File: src/pthl_pkg.sv
/*
 * Constants, register layouts and helpers of the 8-bit period timer.
 * Assumes a 32-bit APB register bus and a single system clock.
 */
`default_nettype none

package pthl_pkg;

    ////////////////////////////////////////////////////////////////////////
    // register map, byte addresses
    localparam logic [7:0] ADDR_COUNT   = 8'h00;
    localparam logic [7:0] ADDR_PERIOD  = 8'h04;
    localparam logic [7:0] ADDR_CONTROL = 8'h08;
    localparam logic [7:0] ADDR_MODE    = 8'h0C;
    localparam logic [7:0] ADDR_STATUS  = 8'h10;

    ////////////////////////////////////////////////////////////////////////
    // reset values
    localparam logic [7:0] COUNT_RESET  = 8'h00;
    localparam logic [7:0] PERIOD_RESET = 8'hFF;
    localparam logic [4:0] MODE_RESET   = 5'h00;

    ////////////////////////////////////////////////////////////////////////
    // field positions
    localparam int CTRL_RUN_BIT   = 7;
    localparam int CTRL_PRE_LSB   = 4;
    localparam int CTRL_POST_LSB  = 0;
    localparam int STAT_FLAG_BIT  = 0;
    localparam int STAT_RUN_BIT   = 1;
    localparam int STAT_POST_LSB  = 4;

    ////////////////////////////////////////////////////////////////////////
    // mode classes, upper two bits of the mode field
    localparam logic [1:0] CLS_FREE    = 2'h0;
    localparam logic [1:0] CLS_ONESHOT = 2'h1;
    localparam logic [1:0] CLS_MONO    = 2'h2;

    localparam int PRESCALE_W = 7;

    typedef struct packed {
        logic       run_enable;
        logic [2:0] prescale_select;
        logic [3:0] postscale_select;
    } pthl_ctrl_t;

    localparam pthl_ctrl_t CTRL_RESET = '{1'b0, 3'h0, 4'h0};

    // which condition of the external source a mode reacts to
    typedef enum logic [2:0] {
        TRIG_NONE,
        TRIG_RISE,
        TRIG_FALL,
        TRIG_ANY,
        TRIG_LOW,
        TRIG_HIGH,
        TRIG_ALWAYS
    } pthl_trig_t;

    typedef enum logic {
        PTHL_ST_WAIT,
        PTHL_ST_RUN
    } pthl_state_t;

    // evaluates a trigger kind against the current source conditions
    function automatic logic pthl_trig_hit(input pthl_trig_t kind, input logic rise,
                                           input logic fall, input logic level);
        case (kind)
            TRIG_RISE:   pthl_trig_hit = rise;
            TRIG_FALL:   pthl_trig_hit = fall;
            TRIG_ANY:    pthl_trig_hit = rise | fall;
            TRIG_LOW:    pthl_trig_hit = ~level;
            TRIG_HIGH:   pthl_trig_hit = level;
            TRIG_ALWAYS: pthl_trig_hit = 1'b1;
            default:     pthl_trig_hit = 1'b0;
        endcase
    endfunction

    // terminal value of the prescaler for a 1:2^sel ratio
    function automatic logic [PRESCALE_W-1:0] pthl_pre_last(input logic [2:0] sel);
        pthl_pre_last = PRESCALE_W'((8'h01 << sel) - 8'h01);
    endfunction

endpackage

`default_nettype wire

File: src/pthl_prescaler.sv
/*
 * Prescaler: divides the system clock by 1 to 128, one-cycle tick out.
 * Assumes the clear input comes from synchronous control logic.
 */
`default_nettype none

module pthl_prescaler (
    // clock and reset
    input  wire logic       SYS_CLK_IN,
    input  wire logic       RST_IN,
    // control
    input  wire logic       CLEAR_IN,
    input  wire logic [2:0] SELECT_IN,
    // tick
    output logic            TICK_OUT
);

    logic [pthl_pkg::PRESCALE_W-1:0] pre_cnt;
    logic [pthl_pkg::PRESCALE_W-1:0] next_pre_cnt;
    wire                             at_last;

    ////////////////////////////////////////////////////////////////////////
    // counter, ratios 1:1 up to 1:128
    assign at_last      = (pre_cnt >= pthl_pkg::pthl_pre_last(SELECT_IN));
    assign next_pre_cnt = (CLEAR_IN | at_last) ? '0 : pre_cnt + 1'b1;
    // cleared cycle never ticks, so a restart waits one full ratio
    assign TICK_OUT     = at_last & ~CLEAR_IN;

    always_ff @(posedge SYS_CLK_IN or posedge RST_IN) begin
        if (RST_IN) begin
            pre_cnt <= '0;
        end else begin
            pre_cnt <= next_pre_cnt;
        end
    end

endmodule

`default_nettype wire

File: src/pthl_top.sv
/*
 * 8-bit period timer with prescaler, postscaler, period register and
 * hardware limit control (gate, reset, start by an external source).
 * Assumes synchronous inputs on SYS_CLK_IN and an APB master.
 */
// What this block does
// count and period are 8-bit software read/write registers
// count advances by one on each prescaled timer tick
// count equal to period signals postscaler, count clears next tick
// reset clears count and loads period with all ones
// count or control write, device or external reset clear scalers
// control register write leaves count value unchanged
// gate modes hold the count while the gate is inactive
// reset modes clear the count on selected source level or edge
// free-running: match gives zero on next tick and advances postscaler
// postscaler match pulses output one tick and clears postscaler
// prescaler divides by one up to 128
// one-shot match clears run enable; restart needs enable cycled
// one-shot only meaningful with postscale selection zero
// monostable keeps run enable set, external event restarts timer
// live count and postscaled pulse go to other modules
// source keeps six ticks between edges, three ticks of level
// one-shot: tick after match clears run enable, count stops zero
// monostable: tick after match stops count zero, enable stays set
// external triggers ignored during debug freeze
// each postscaled pulse sets a sticky status flag
`default_nettype none

module pthl_top (
    // clock and reset
    input  wire logic        SYS_CLK_IN,
    input  wire logic        RST_IN,
    // apb slave
    input  wire logic        APB_PSEL_IN,
    input  wire logic        APB_PENABLE_IN,
    input  wire logic        APB_PWRITE_IN,
    input  wire logic [7:0]  APB_PADDR_IN,
    input  wire logic [31:0] APB_PWDATA_IN,
    output logic             APB_PREADY_OUT,
    output logic             APB_PSLVERR_OUT,
    output logic [31:0]      APB_PRDATA_OUT,
    // hardware limit source and debug
    input  wire logic        EXT_RESET_SIGNAL_IN,
    input  wire logic        DEBUG_FREEZE_IN,
    // to other peripherals
    output logic [7:0]       COUNT_OUT,
    output logic             PERIOD_EVENT_PULSE_OUT,
    output logic             TIMER_TICK_OUT
);

    ////////////////////////////////////////////////////////////////////////
    // registers
    logic [7:0]            count_register;
    logic [7:0]            period_register;
    pthl_pkg::pthl_ctrl_t  timer_control_reg;
    logic [4:0]            timer_control_alt;
    logic [3:0]            post_cnt;
    logic                  period_flag;
    logic                  period_event_pulse;
    logic                  ers_q;
    pthl_pkg::pthl_state_t state;
    logic [31:0]           rdata;
    logic                  rd_bad;

    logic [7:0]            next_count;
    logic [3:0]            next_post_cnt;
    logic                  next_pulse;
    pthl_pkg::pthl_ctrl_t  next_ctrl;
    pthl_pkg::pthl_state_t next_state;
    pthl_pkg::pthl_trig_t  start_kind;
    pthl_pkg::pthl_trig_t  reset_kind;
    logic [31:0]           next_rdata;

    ////////////////////////////////////////////////////////////////////////
    // apb decode
    wire setup_rd  = APB_PSEL_IN & ~APB_PENABLE_IN & ~APB_PWRITE_IN;
    wire access    = APB_PSEL_IN & APB_PENABLE_IN;
    wire wr        = access & APB_PWRITE_IN;
    wire hit_count = (APB_PADDR_IN == pthl_pkg::ADDR_COUNT);
    wire hit_per   = (APB_PADDR_IN == pthl_pkg::ADDR_PERIOD);
    wire hit_ctrl  = (APB_PADDR_IN == pthl_pkg::ADDR_CONTROL);
    wire hit_mode  = (APB_PADDR_IN == pthl_pkg::ADDR_MODE);
    wire hit_stat  = (APB_PADDR_IN == pthl_pkg::ADDR_STATUS);
    wire hit_any   = hit_count | hit_per | hit_ctrl | hit_mode | hit_stat;
    wire wr_count  = wr & hit_count;
    wire wr_per    = wr & hit_per;
    wire wr_ctrl   = wr & hit_ctrl;
    wire wr_mode   = wr & hit_mode;
    wire wr_stat   = wr & hit_stat;

    // zero wait states; read data is captured in the setup cycle
    assign APB_PREADY_OUT  = access;
    assign APB_PSLVERR_OUT = access & (APB_PWRITE_IN ? ~hit_any : rd_bad);
    assign APB_PRDATA_OUT  = rdata;

    ////////////////////////////////////////////////////////////////////////
    // external source conditioning
    wire freeze   = DEBUG_FREEZE_IN;
    wire ers      = EXT_RESET_SIGNAL_IN;
    wire ers_rise = ers & ~ers_q & ~freeze;
    wire ers_fall = ~ers & ers_q & ~freeze;

    ////////////////////////////////////////////////////////////////////////
    // mode decode
    wire [1:0] mode_cls = timer_control_alt[4:3];
    wire [2:0] mode_sub = timer_control_alt[2:0];
    wire cls_free  = (mode_cls == pthl_pkg::CLS_FREE);
    wire cls_one   = (mode_cls == pthl_pkg::CLS_ONESHOT);
    wire cls_mono  = (mode_cls == pthl_pkg::CLS_MONO);
    // class 2 rows 110/111 are level one-shots; 000,100,101 reserved
    wire mono_edge = cls_mono & (mode_sub >= 3'h1) & (mode_sub <= 3'h3);
    wire mono_lvl  = cls_mono & (mode_sub[2:1] == 2'h3);
    wire mode_ok   = cls_free | cls_one | mono_edge | mono_lvl;
    wire shot_mode = cls_one | mono_lvl;
    wire stop_mode = shot_mode | mono_edge;

    always_comb begin
        reset_kind = pthl_pkg::TRIG_NONE;
        start_kind = pthl_pkg::TRIG_NONE;
        case (mode_cls)
            pthl_pkg::CLS_FREE: begin
                case (mode_sub)
                    3'h3:    reset_kind = pthl_pkg::TRIG_ANY;
                    3'h4:    reset_kind = pthl_pkg::TRIG_RISE;
                    3'h5:    reset_kind = pthl_pkg::TRIG_FALL;
                    3'h6:    reset_kind = pthl_pkg::TRIG_LOW;
                    3'h7:    reset_kind = pthl_pkg::TRIG_HIGH;
                    default: reset_kind = pthl_pkg::TRIG_NONE;
                endcase
            end
            pthl_pkg::CLS_ONESHOT: begin
                case (mode_sub)
                    3'h0:    start_kind = pthl_pkg::TRIG_ALWAYS;
                    3'h1:    start_kind = pthl_pkg::TRIG_RISE;
                    3'h2:    start_kind = pthl_pkg::TRIG_FALL;
                    3'h3:    start_kind = pthl_pkg::TRIG_ANY;
                    3'h4:    start_kind = pthl_pkg::TRIG_RISE;
                    3'h5:    start_kind = pthl_pkg::TRIG_FALL;
                    3'h6:    start_kind = pthl_pkg::TRIG_RISE;
                    default: start_kind = pthl_pkg::TRIG_FALL;
                endcase
                case (mode_sub)
                    3'h4:    reset_kind = pthl_pkg::TRIG_RISE;
                    3'h5:    reset_kind = pthl_pkg::TRIG_FALL;
                    3'h6:    reset_kind = pthl_pkg::TRIG_LOW;
                    3'h7:    reset_kind = pthl_pkg::TRIG_HIGH;
                    default: reset_kind = pthl_pkg::TRIG_NONE;
                endcase
            end
            pthl_pkg::CLS_MONO: begin
                case (mode_sub)
                    3'h1:    start_kind = pthl_pkg::TRIG_RISE;
                    3'h2:    start_kind = pthl_pkg::TRIG_FALL;
                    3'h3:    start_kind = pthl_pkg::TRIG_ANY;
                    3'h6:    start_kind = pthl_pkg::TRIG_HIGH;
                    3'h7:    start_kind = pthl_pkg::TRIG_LOW;
                    default: start_kind = pthl_pkg::TRIG_NONE;
                endcase
                case (mode_sub)
                    3'h6:    reset_kind = pthl_pkg::TRIG_LOW;
                    3'h7:    reset_kind = pthl_pkg::TRIG_HIGH;
                    default: reset_kind = pthl_pkg::TRIG_NONE;
                endcase
            end
            default: begin
                reset_kind = pthl_pkg::TRIG_NONE;
                start_kind = pthl_pkg::TRIG_NONE;
            end
        endcase
    end

    ////////////////////////////////////////////////////////////////////////
    // run conditions
    wire run_en    = timer_control_reg.run_enable;
    // level triggers are masked in freeze the same way as edges
    wire ers_lvl_q = freeze ? ~reset_kind[0] : ers;
    wire hw_reset  = run_en & mode_ok &
                     pthl_pkg::pthl_trig_hit(reset_kind, ers_rise, ers_fall, ers_lvl_q);
    wire start_hit = run_en & pthl_pkg::pthl_trig_hit(start_kind, ers_rise, ers_fall,
                                                      freeze ? ~start_kind[0] : ers);
    wire gate_ok   = ~(cls_free & (mode_sub == 3'h1) & ~ers) &
                     ~(cls_free & (mode_sub == 3'h2) & ers);
    wire running   = cls_free | (state == pthl_pkg::PTHL_ST_RUN);
    wire tick;
    wire counting  = tick & run_en & mode_ok & gate_ok & ~hw_reset & running & ~wr_count;
    wire match     = (count_register == period_register);
    wire wrap      = counting & match;
    wire post_hit  = wrap & (post_cnt == timer_control_reg.postscale_select);
    // prescaler and postscaler restart points
    wire scale_clr = wr_count | wr_ctrl | hw_reset;

    pthl_prescaler u_prescaler (
        .SYS_CLK_IN (SYS_CLK_IN),
        .RST_IN     (RST_IN),
        .CLEAR_IN   (scale_clr),
        .SELECT_IN  (timer_control_reg.prescale_select),
        .TICK_OUT   (tick)
    );

    ////////////////////////////////////////////////////////////////////////
    // next values
    assign next_count = wr_count ? APB_PWDATA_IN[7:0] :
                        hw_reset ? pthl_pkg::COUNT_RESET :
                        wrap     ? pthl_pkg::COUNT_RESET :
                        counting ? count_register + 8'h01 :
                        count_register;

    assign next_post_cnt = scale_clr ? 4'h0 :
                           post_hit  ? 4'h0 :
                           wrap      ? post_cnt + 4'h1 :
                           post_cnt;

    // pulse stands for exactly one timer tick; one-shot uses selection 0
    assign next_pulse = counting ? post_hit :
                        tick     ? 1'b0 :
                        period_event_pulse;

    // one-shot drops its enable on the wrap; monostable keeps it
    always_comb begin
        next_ctrl = timer_control_reg;
        if (wr_ctrl) begin
            next_ctrl = pthl_pkg::pthl_ctrl_t'(APB_PWDATA_IN[7:0]);
        end else if (wrap & shot_mode) begin
            next_ctrl.run_enable = 1'b0;
        end
    end

    always_comb begin
        next_state = state;
        case (state)
            pthl_pkg::PTHL_ST_WAIT: begin
                if (start_hit & mode_ok & ~cls_free) begin
                    next_state = pthl_pkg::PTHL_ST_RUN;
                end
            end
            pthl_pkg::PTHL_ST_RUN: begin
                // a dropped enable needs a fresh start trigger after re-enable
                if (~run_en | (wrap & stop_mode) | (hw_reset & shot_mode & reset_kind[2])) begin
                    next_state = pthl_pkg::PTHL_ST_WAIT;
                end
            end
            default: next_state = pthl_pkg::PTHL_ST_WAIT;
        endcase
    end

    ////////////////////////////////////////////////////////////////////////
    // read mux, captured in setup cycle
    wire [31:0] stat_word = {24'h0, post_cnt, 2'h0, running & run_en, period_flag};
    assign next_rdata = hit_count ? {24'h0, count_register} :
                        hit_per   ? {24'h0, period_register} :
                        hit_ctrl  ? {24'h0, timer_control_reg} :
                        hit_mode  ? {27'h0, timer_control_alt} :
                        hit_stat  ? stat_word : 32'h0;

    // flag set wins over a same-cycle write-one clear
    wire next_flag = post_hit | (period_flag & ~(wr_stat & APB_PWDATA_IN[pthl_pkg::STAT_FLAG_BIT]));

    ////////////////////////////////////////////////////////////////////////
    // state
    always_ff @(posedge SYS_CLK_IN or posedge RST_IN) begin
        if (RST_IN) begin
            count_register <= pthl_pkg::COUNT_RESET;
            period_register <= pthl_pkg::PERIOD_RESET;
            timer_control_reg <= pthl_pkg::CTRL_RESET;
            timer_control_alt <= pthl_pkg::MODE_RESET;
            post_cnt <= 4'h0;
            period_event_pulse <= 1'b0;
            period_flag <= 1'b0;
            ers_q <= 1'b0;
            state <= pthl_pkg::PTHL_ST_WAIT;
        end else begin
            count_register <= next_count;
            period_register <= wr_per ? APB_PWDATA_IN[7:0] : period_register;
            timer_control_reg <= next_ctrl;
            timer_control_alt <= wr_mode ? APB_PWDATA_IN[4:0] : timer_control_alt;
            post_cnt <= next_post_cnt;
            period_event_pulse <= next_pulse;
            period_flag <= next_flag;
            ers_q <= ers;
            state <= next_state;
        end
    end

    always_ff @(posedge SYS_CLK_IN or posedge RST_IN) begin
        if (RST_IN) begin
            rdata <= 32'h0;
            rd_bad <= 1'b0;
        end else if (setup_rd) begin
            rdata <= next_rdata;
            rd_bad <= ~hit_any;
        end
    end

    ////////////////////////////////////////////////////////////////////////
    // outputs to other peripherals
    assign COUNT_OUT              = count_register;
    assign PERIOD_EVENT_PULSE_OUT = period_event_pulse;
    assign TIMER_TICK_OUT         = tick;

endmodule

`default_nettype wire

File: config.mk
export PLATFORM = sky130hd
export DESIGN_NAME = pthl_top
export DESIGN_NICKNAME = d
export VERILOG_FILES = /design/src/pthl_pkg.sv /design/src/pthl_prescaler.sv /design/src/pthl_top.sv
export SDC_FILE = /design/constraint.sdc
export NUM_CORES = 1
export LEC_CHECK = 0
export BUFFER_PORTS_ARGS = -buffer_cell sky130_fd_sc_hd__clkbuf_2
export CAP_MARGIN = 40
export CORE_UTILIZATION = 50
export CTS_CLUSTER_SIZE = 8
export DETAILED_ROUTE_END_ITERATION = 10
export PLACE_DENSITY = 0.76
export SYNTH_ARGS = -nofsm -noshare
export SYNTH_HDL_FRONTEND = slang
export SYNTH_HIERARCHICAL = 1
export SYNTH_SLANG_ARGS = --single-unit
File: constraint.sdc
create_clock -name SYS_CLK_IN -period 9.84 [get_ports SYS_CLK_IN]
set_input_delay 0.984 -clock SYS_CLK_IN [delete_from_list [all_inputs] [get_ports SYS_CLK_IN]]
set_output_delay 0.984 -clock SYS_CLK_IN [all_outputs]
set_load 0.05 [all_outputs]
==> flow_metrics.tcl, run 1 <==
set metrics [dict create \
    relSlewSlack 0.4800 \
    finalPower_uw 430.5 \
    hold_start "APB_PRDATA_OUT[2]" \
    yosysUniqueCellTypes 67 \
    hold_viol 0 \
    arrival_ps 3160 \
    synth_ff_type "dfrtp_1" \
    grt_overflow_total 0 \
    vias 3063 \
    layout-drive-gt1-share 0.1986 \
    n_antenna_cell 0 \
    min_to "APB_PRDATA_OUT[2]" \
    cts_made_buffers 5 \
    postSynthCellCount 408 \
    regArea_sq_um 1336 \
    place_congestion 0.8650 \
    dpl_worst_slack_ps 5802 \
    core_sq_um 6982 \
    grt_max_degree 40 \
    ctsHoldBuffers 0 \
    grt_pass1_vias 2836 \
    track_usage 0.2276 \
    cp_cell_sequence "inv_1 -> ha_1 -> nor2_1 -> o31a_1 -> o21ai_0 -> a211oi_1 -> o21ba_2 -> or2_1 -> nor2_1 -> clkbuf_2" \
    hold_ws_ps 495.6 \
    multiInputGateArea_sq_um 2140 \
    pin_count 91 \
    start_kind "flip-flop" \
    worstSetupPathType "flip-flop to primary output" \
    syn-cell-area_sq_um 3694 \
    worstMarginPinSlew_ps 773.6 \
    post-cts-setup-buffers 0 \
    r2r_end "post_cnt[3]" \
    syn_avg_cell_area_sq_um 9.053 \
    area_growth_pct 7.690 \
    end_kind "primary output" \
    fp.dieH_um 87.95 \
    dp_hpwl_mm 6.335 \
    htree_levels 2 \
    routed_via_density 5.683 \
    route.detailed.drc 0 \
    path_clk_slew_ps 110 \
    setup_ws_ps 5693 \
    cts_tree "done" \
    wl_per_cell_um 15.65 \
    worstPathMaxFanout 13 \
    cts_resized 0 \
    die_w_um 87.95 \
    finalCritPeriodShare 0.4214 \
    ant_nets 0 \
    path_buf_inv 2 \
    start_util 0.5290 \
    io_buffers 42 \
    skew_ps 14.81 \
    crit_family "compound AO/OA/AOI/OAI gates" \
    irDropWorstVdd_mv 0.05209 \
    ys.warnings.count 6 \
    critPathMaxStageDelay_ps 430 \
    root_buffer "clkbuf_8" \
    reg2reg_slack_ps 5740 \
    fillers 632 \
    fin_nets 503 \
    rr_startpoint "timer_control_alt[4]" \
    clock_path_buffers 2 \
    maxSlewViolCount 0 \
    layout_commonest_cell "dfrtp_1" \
    yosysSeqAreaShare 0.3618 \
    min_period_ps 4147 \
    crit_required_ps 8860 \
    fmaxAchievable_mhz 241.2 \
    grt_pass1_wl_mm 13.55 \
    crit_path_top_delay_cell "dfrtp_1" \
    p_per_area_nw_per_um2 108.2 \
    maxCapViolCount 0 \
    reg2reg_depth 13 \
    synth_edf_count 0 \
    clkLatencyLatePin_ps 310 \
    async_reset_ff_frac 1.000 \
    min_path_cells 2 \
    wl_mm 8.433 \
    cts.sinks 53 \
    final_cell_mix "45 x dfrtp_1, 42 x clkbuf_2, 39 x nand2_1" \
    drtIter0Drc 204 \
    cp_common_cell "nor2_1" \
    hp-class "flip-flop to flip-flop" \
    dr.pass1.iters 5 \
    setup_violations 0 \
    dieArea_sq_um 7735 \
    setup_tns_ps 0 \
    rsz0062_at_grt "false" \
    antenna_found_initial 0 \
    status "finished, final reports clean" \
    p_leak_nw 1.779 \
    ys_seq_elements 53 \
    fp-row-count 30 \
]
-- layer usage --
layer | vias up | GRT usage | share of wire
li1 | 1479 | - | -
met1 | 1483 | 0.3055 | 0.45
met2 | 93 | 0.3798 | 0.49
met3 | 8 | 0.03487 | 0.049
met4 | 0 | 0.06706 | 0.011
met5 | - | 0 | 0
-- logic make-up after synthesis --
kind of cell,share of synthesized area
muxes,0.08096
DFF,0.3618
buffers and inverters,0.08232
xor gates and xnor gates,0.04031
other,0.001015
AOI/OAI and AO/OA,0.1670
adders and majority gates,0.04743
and+or+nand+nor,0.2192
-- worst reg2reg max path: stages, from the launching register on --
cell and delay [ps]:
dfrtp_1 430, inv_1 120, ha_1 330, nor2_1 120, o31a_1 260, o21ai_0 230, a211oi_1 140, o21ba_2 380
or2_1 290, nor2_1 230, and4bb_1 560, nand2_2 170, or4b_1 550, a211oi_2 220
-- synthesized netlist by cell type (3+ instances only) --
master | count | area share
o31ai_1 | 10 | 0.020
buf_2 | 6 | 0.0081
o21ai_0 | 22 | 0.030
dfstp_2 | 8 | 0.057
inv_1 | 12 | 0.012
nor3_1 | 3 | 0.0041
a21oi_1 | 22 | 0.030
buf_4 | 26 | 0.053
mux2_2 | 12 | 0.037
clkbuf_1 | 7 | 0.0071
dfrtp_1 | 45 | 0.30
nand2b_1 | 4 | 0.0068
mux2i_1 | 4 | 0.011
and3_1 | 8 | 0.014
mux2_1 | 7 | 0.021
nor3b_1 | 4 | 0.0081
a22oi_1 | 6 | 0.012
nor2b_1 | 15 | 0.025
xor2_1 | 4 | 0.0095
nand2_1 | 39 | 0.040
xnor2_1 | 13 | 0.031
o21ai_1 | 7 | 0.0095
o32ai_1 | 3 | 0.0071
nor2_1 | 32 | 0.033
nand3_1 | 11 | 0.015
or2_1 | 3 | 0.0051
a211oi_1 | 5 | 0.010
ha_1 | 14 | 0.047
nand4_1 | 5 | 0.0085
-- final cells by class --
type,instances,area share
repair buffers,44,0.05977
well taps,96,0.03020
multi-input cells,325,0.5379
clock buffers,5,0.01730
clock inverters,3,0.006606
flip-flops and latches,53,0.3360
inverters,13,0.01227
-- through the flow --
stage | instances | util | cell area [sq um]
final | 539 | 0.5697 | 3978
after global routing | 539 | 0.5697 | 3978
after CTS | 539 | 0.5697 | 3978
after detailed placement | 531 | 0.5561 | 3882
after global placement | 530 | 0.5532 | 3862
after floorplan | 431 | - | 3780
-- worst max-delay path by stage --
stage                              start             end  cells past startpoint
floorplan                    APB_PSEL_IN     post_cnt[3]                     10
global placement    timer_control_alt[3]     post_cnt[3]                     12
detailed placement  timer_control_alt[4]     post_cnt[3]                     13
CTS                 timer_control_alt[4]  TIMER_TICK_OUT                     10
global route        timer_control_alt[4]    COUNT_OUT[3]                     13
finish              timer_control_alt[4]  TIMER_TICK_OUT                     10
-- power breakdown --
part,switching (mW),total [mW],internal (mW)
clock network,0.0784,0.130,0.0521
logic,0.0560,0.0728,0.0167
registers,0.00503,0.227,0.222
total,0.139,0.431,0.291
Power figures use the tool's default switching activity.
==> inputs of run 2 (changes only) <==
clock period = 4.2 ns   (was 9.84 ns; I/O delays follow)
==> run 2 against run 1 <==
Critical path depth is 2 higher. Non-clock buffer count rose by 1. Critical endpoint is now post_cnt[3]. Cell count up 0.19%. Global-route usage is 0.72 points higher. Count of clock-buffer cells in the layout did not move. Total power is 150% higher.
==> flow_metrics.tcl, run 2 (synthesis gave the netlist of run 1 again) <==
set metrics [dict create \
    status "finished, final reports clean" \
    crit_path_top_delay_cell "or4b_1" \
    irDropWorstVdd_mv 0.1558 \
    routed_via_density 5.641 \
    skew_ps 13.46 \
    path_buf_inv 1 \
    layout_commonest_cell "dfrtp_1" \
    cts_tree "done" \
    setup_ws_ps 228.9 \
    setup_tns_ps 0 \
    p_per_area_nw_per_um2 267.1 \
    post-cts-setup-buffers 0 \
    pin_count 91 \
    p_leak_nw 1.794 \
    final_cell_mix "45 x dfrtp_1, 42 x clkbuf_2, 39 x nand2_1" \
    antenna_found_initial 0 \
    place_congestion 0.8719 \
    clock_path_buffers 2 \
    start_kind "flip-flop" \
    hold_viol 0 \
    crit_family "simple AND/OR/NAND/NOR gates" \
    critPathMaxStageDelay_ps 540 \
    relSlewSlack 0.5055 \
    fin_nets 504 \
    clkLatencyLatePin_ps 320 \
    crit_required_ps 4440 \
    maxSlewViolCount 0 \
    layoutNonFillerInstCount 540 \
    dieArea_sq_um 7735 \
    worstSetupPathType "flip-flop to flip-flop" \
    wl_mm 8.602 \
    multiInputGateArea_sq_um 2142 \
    vias 3046 \
    finalCritPeriodShare 0.9455 \
    placed_cell_area_sq_um 3890 \
    start_util 0.5290 \
    n_antenna_cell 0 \
    rsz0062_at_grt "false" \
    fp-row-count 30 \
    cts.sinks 53 \
    maxCapViolCount 0 \
    root_buffer "clkbuf_8" \
    fillers 646 \
    die_w_um 87.95 \
    grt_pass1_vias 2850 \
    worstMarginPinSlew_ps 735.7 \
    stdcell_area_sq_um 4005 \
    layout-drive-gt1-share 0.2027 \
    io_buffers 42 \
    grt_max_degree 28 \
    area_growth_pct 8.435 \
    wl_per_cell_um 15.93 \
    worstPathMaxFanout 13 \
    grt_pass1_wl_mm 13.93 \
    grt_overflow_total 0 \
    path_clk_slew_ps 110 \
    ant_nets 0 \
    fp.dieH_um 87.95 \
    setup_violations 0 \
    track_usage 0.2349 \
    dr.pass1.iters 4 \
    fmaxAchievable_mhz 251.8 \
    regArea_sq_um 1336 \
    drtIter0Drc 246 \
    finalPower_mw 1.070 \
    hp-class "input port to asynchronous set/reset pin" \
    cp_cell_sequence "inv_1 -> ha_1 -> o311ai_1 -> and3_1 -> nor3_1 -> o21ba_2 -> or2_1 -> nor2_1 -> and4bb_1 -> nand2_2 -> or4b_1 -> a211oi_2" \
    route.detailed.drc 0 \
    dp_hpwl_mm 6.466 \
    core_sq_um 6982 \
    arrival_ps 4210 \
    end_kind "flip-flop" \
    cts_made_buffers 5 \
    dp_cells 532 \
    dpl_worst_slack_ps 377.7 \
    htree_levels 2 \
    min_period_ps 3971 \
]
-- run 2: power breakdown --
group	internal [mW]	leakage (nW)	total, mW	switching, mW
Combinational	0.0392	1.05	0.172	0.133
Sequential	0.521	0.687	0.532	0.0116
Clock	0.179	0.0585	0.365	0.186
-- run 2: repair_timing --
action                                  in CTS  in global routing
endpoints found under the setup margin       0                  7
gates resized for setup                      0                  1
hold buffers                                 0                  0
-- run 2: routing by layer --
| layer | routed length, um | vias to the layer above | track usage |
|---|---|---|---|
| met3 | 480 | 12 | 0.03864 |
| met1 | 3757 | 1464 | 0.3099 |
| li1 | - | 1489 | - |
| met5 | 0 | - | 0 |
| met4 | 113 | 0 | 0.06855 |
| met2 | 4250 | 81 | 0.3968 |
-- run 2: area by class of cell --
cell class,instances,share of cell area
sequential,53,0.3336
clock inverter,3,0.01093
timing repair buffer,45,0.06123
tap,96,0.02999
inverter,13,0.01218
clock buffer,5,0.01718
multi-input combinational,325,0.5348
-- run 2: final timing paths --
| check | startpoint | to | slack (ps) | depth (start not counted) |
|---|---|---|---|---|
| max | timer_control_alt[3] | post_cnt[3] | 230 | 12 |
| min | RST_IN | u_prescaler/pre_cnt[3] | 20 | 2 |
| min reg2reg | APB_PRDATA_OUT[2] | APB_PRDATA_OUT[2] | 500 | 2 |
| max reg2reg | timer_control_alt[3] | post_cnt[3] | 230 | 12 |
| max in group asynchronous | RST_IN | period_register[1] | 3510 | 3 |
| min in group SYS_CLK_IN | EXT_RESET_SIGNAL_IN | ers_q | 340 | 1 |
-- run 2: per-stage QoR --
| step | hold slack [ps] | utilization |
|---|---|---|
| finish | 18.69 | 0.5737 |
| global route | 53.48 | 0.5737 |
| CTS | 31.84 | 0.5733 |
| detailed placement | 373.6 | 0.5572 |
| global placement | 352.2 | 0.5543 |
| floorplan | 223.4 | - |
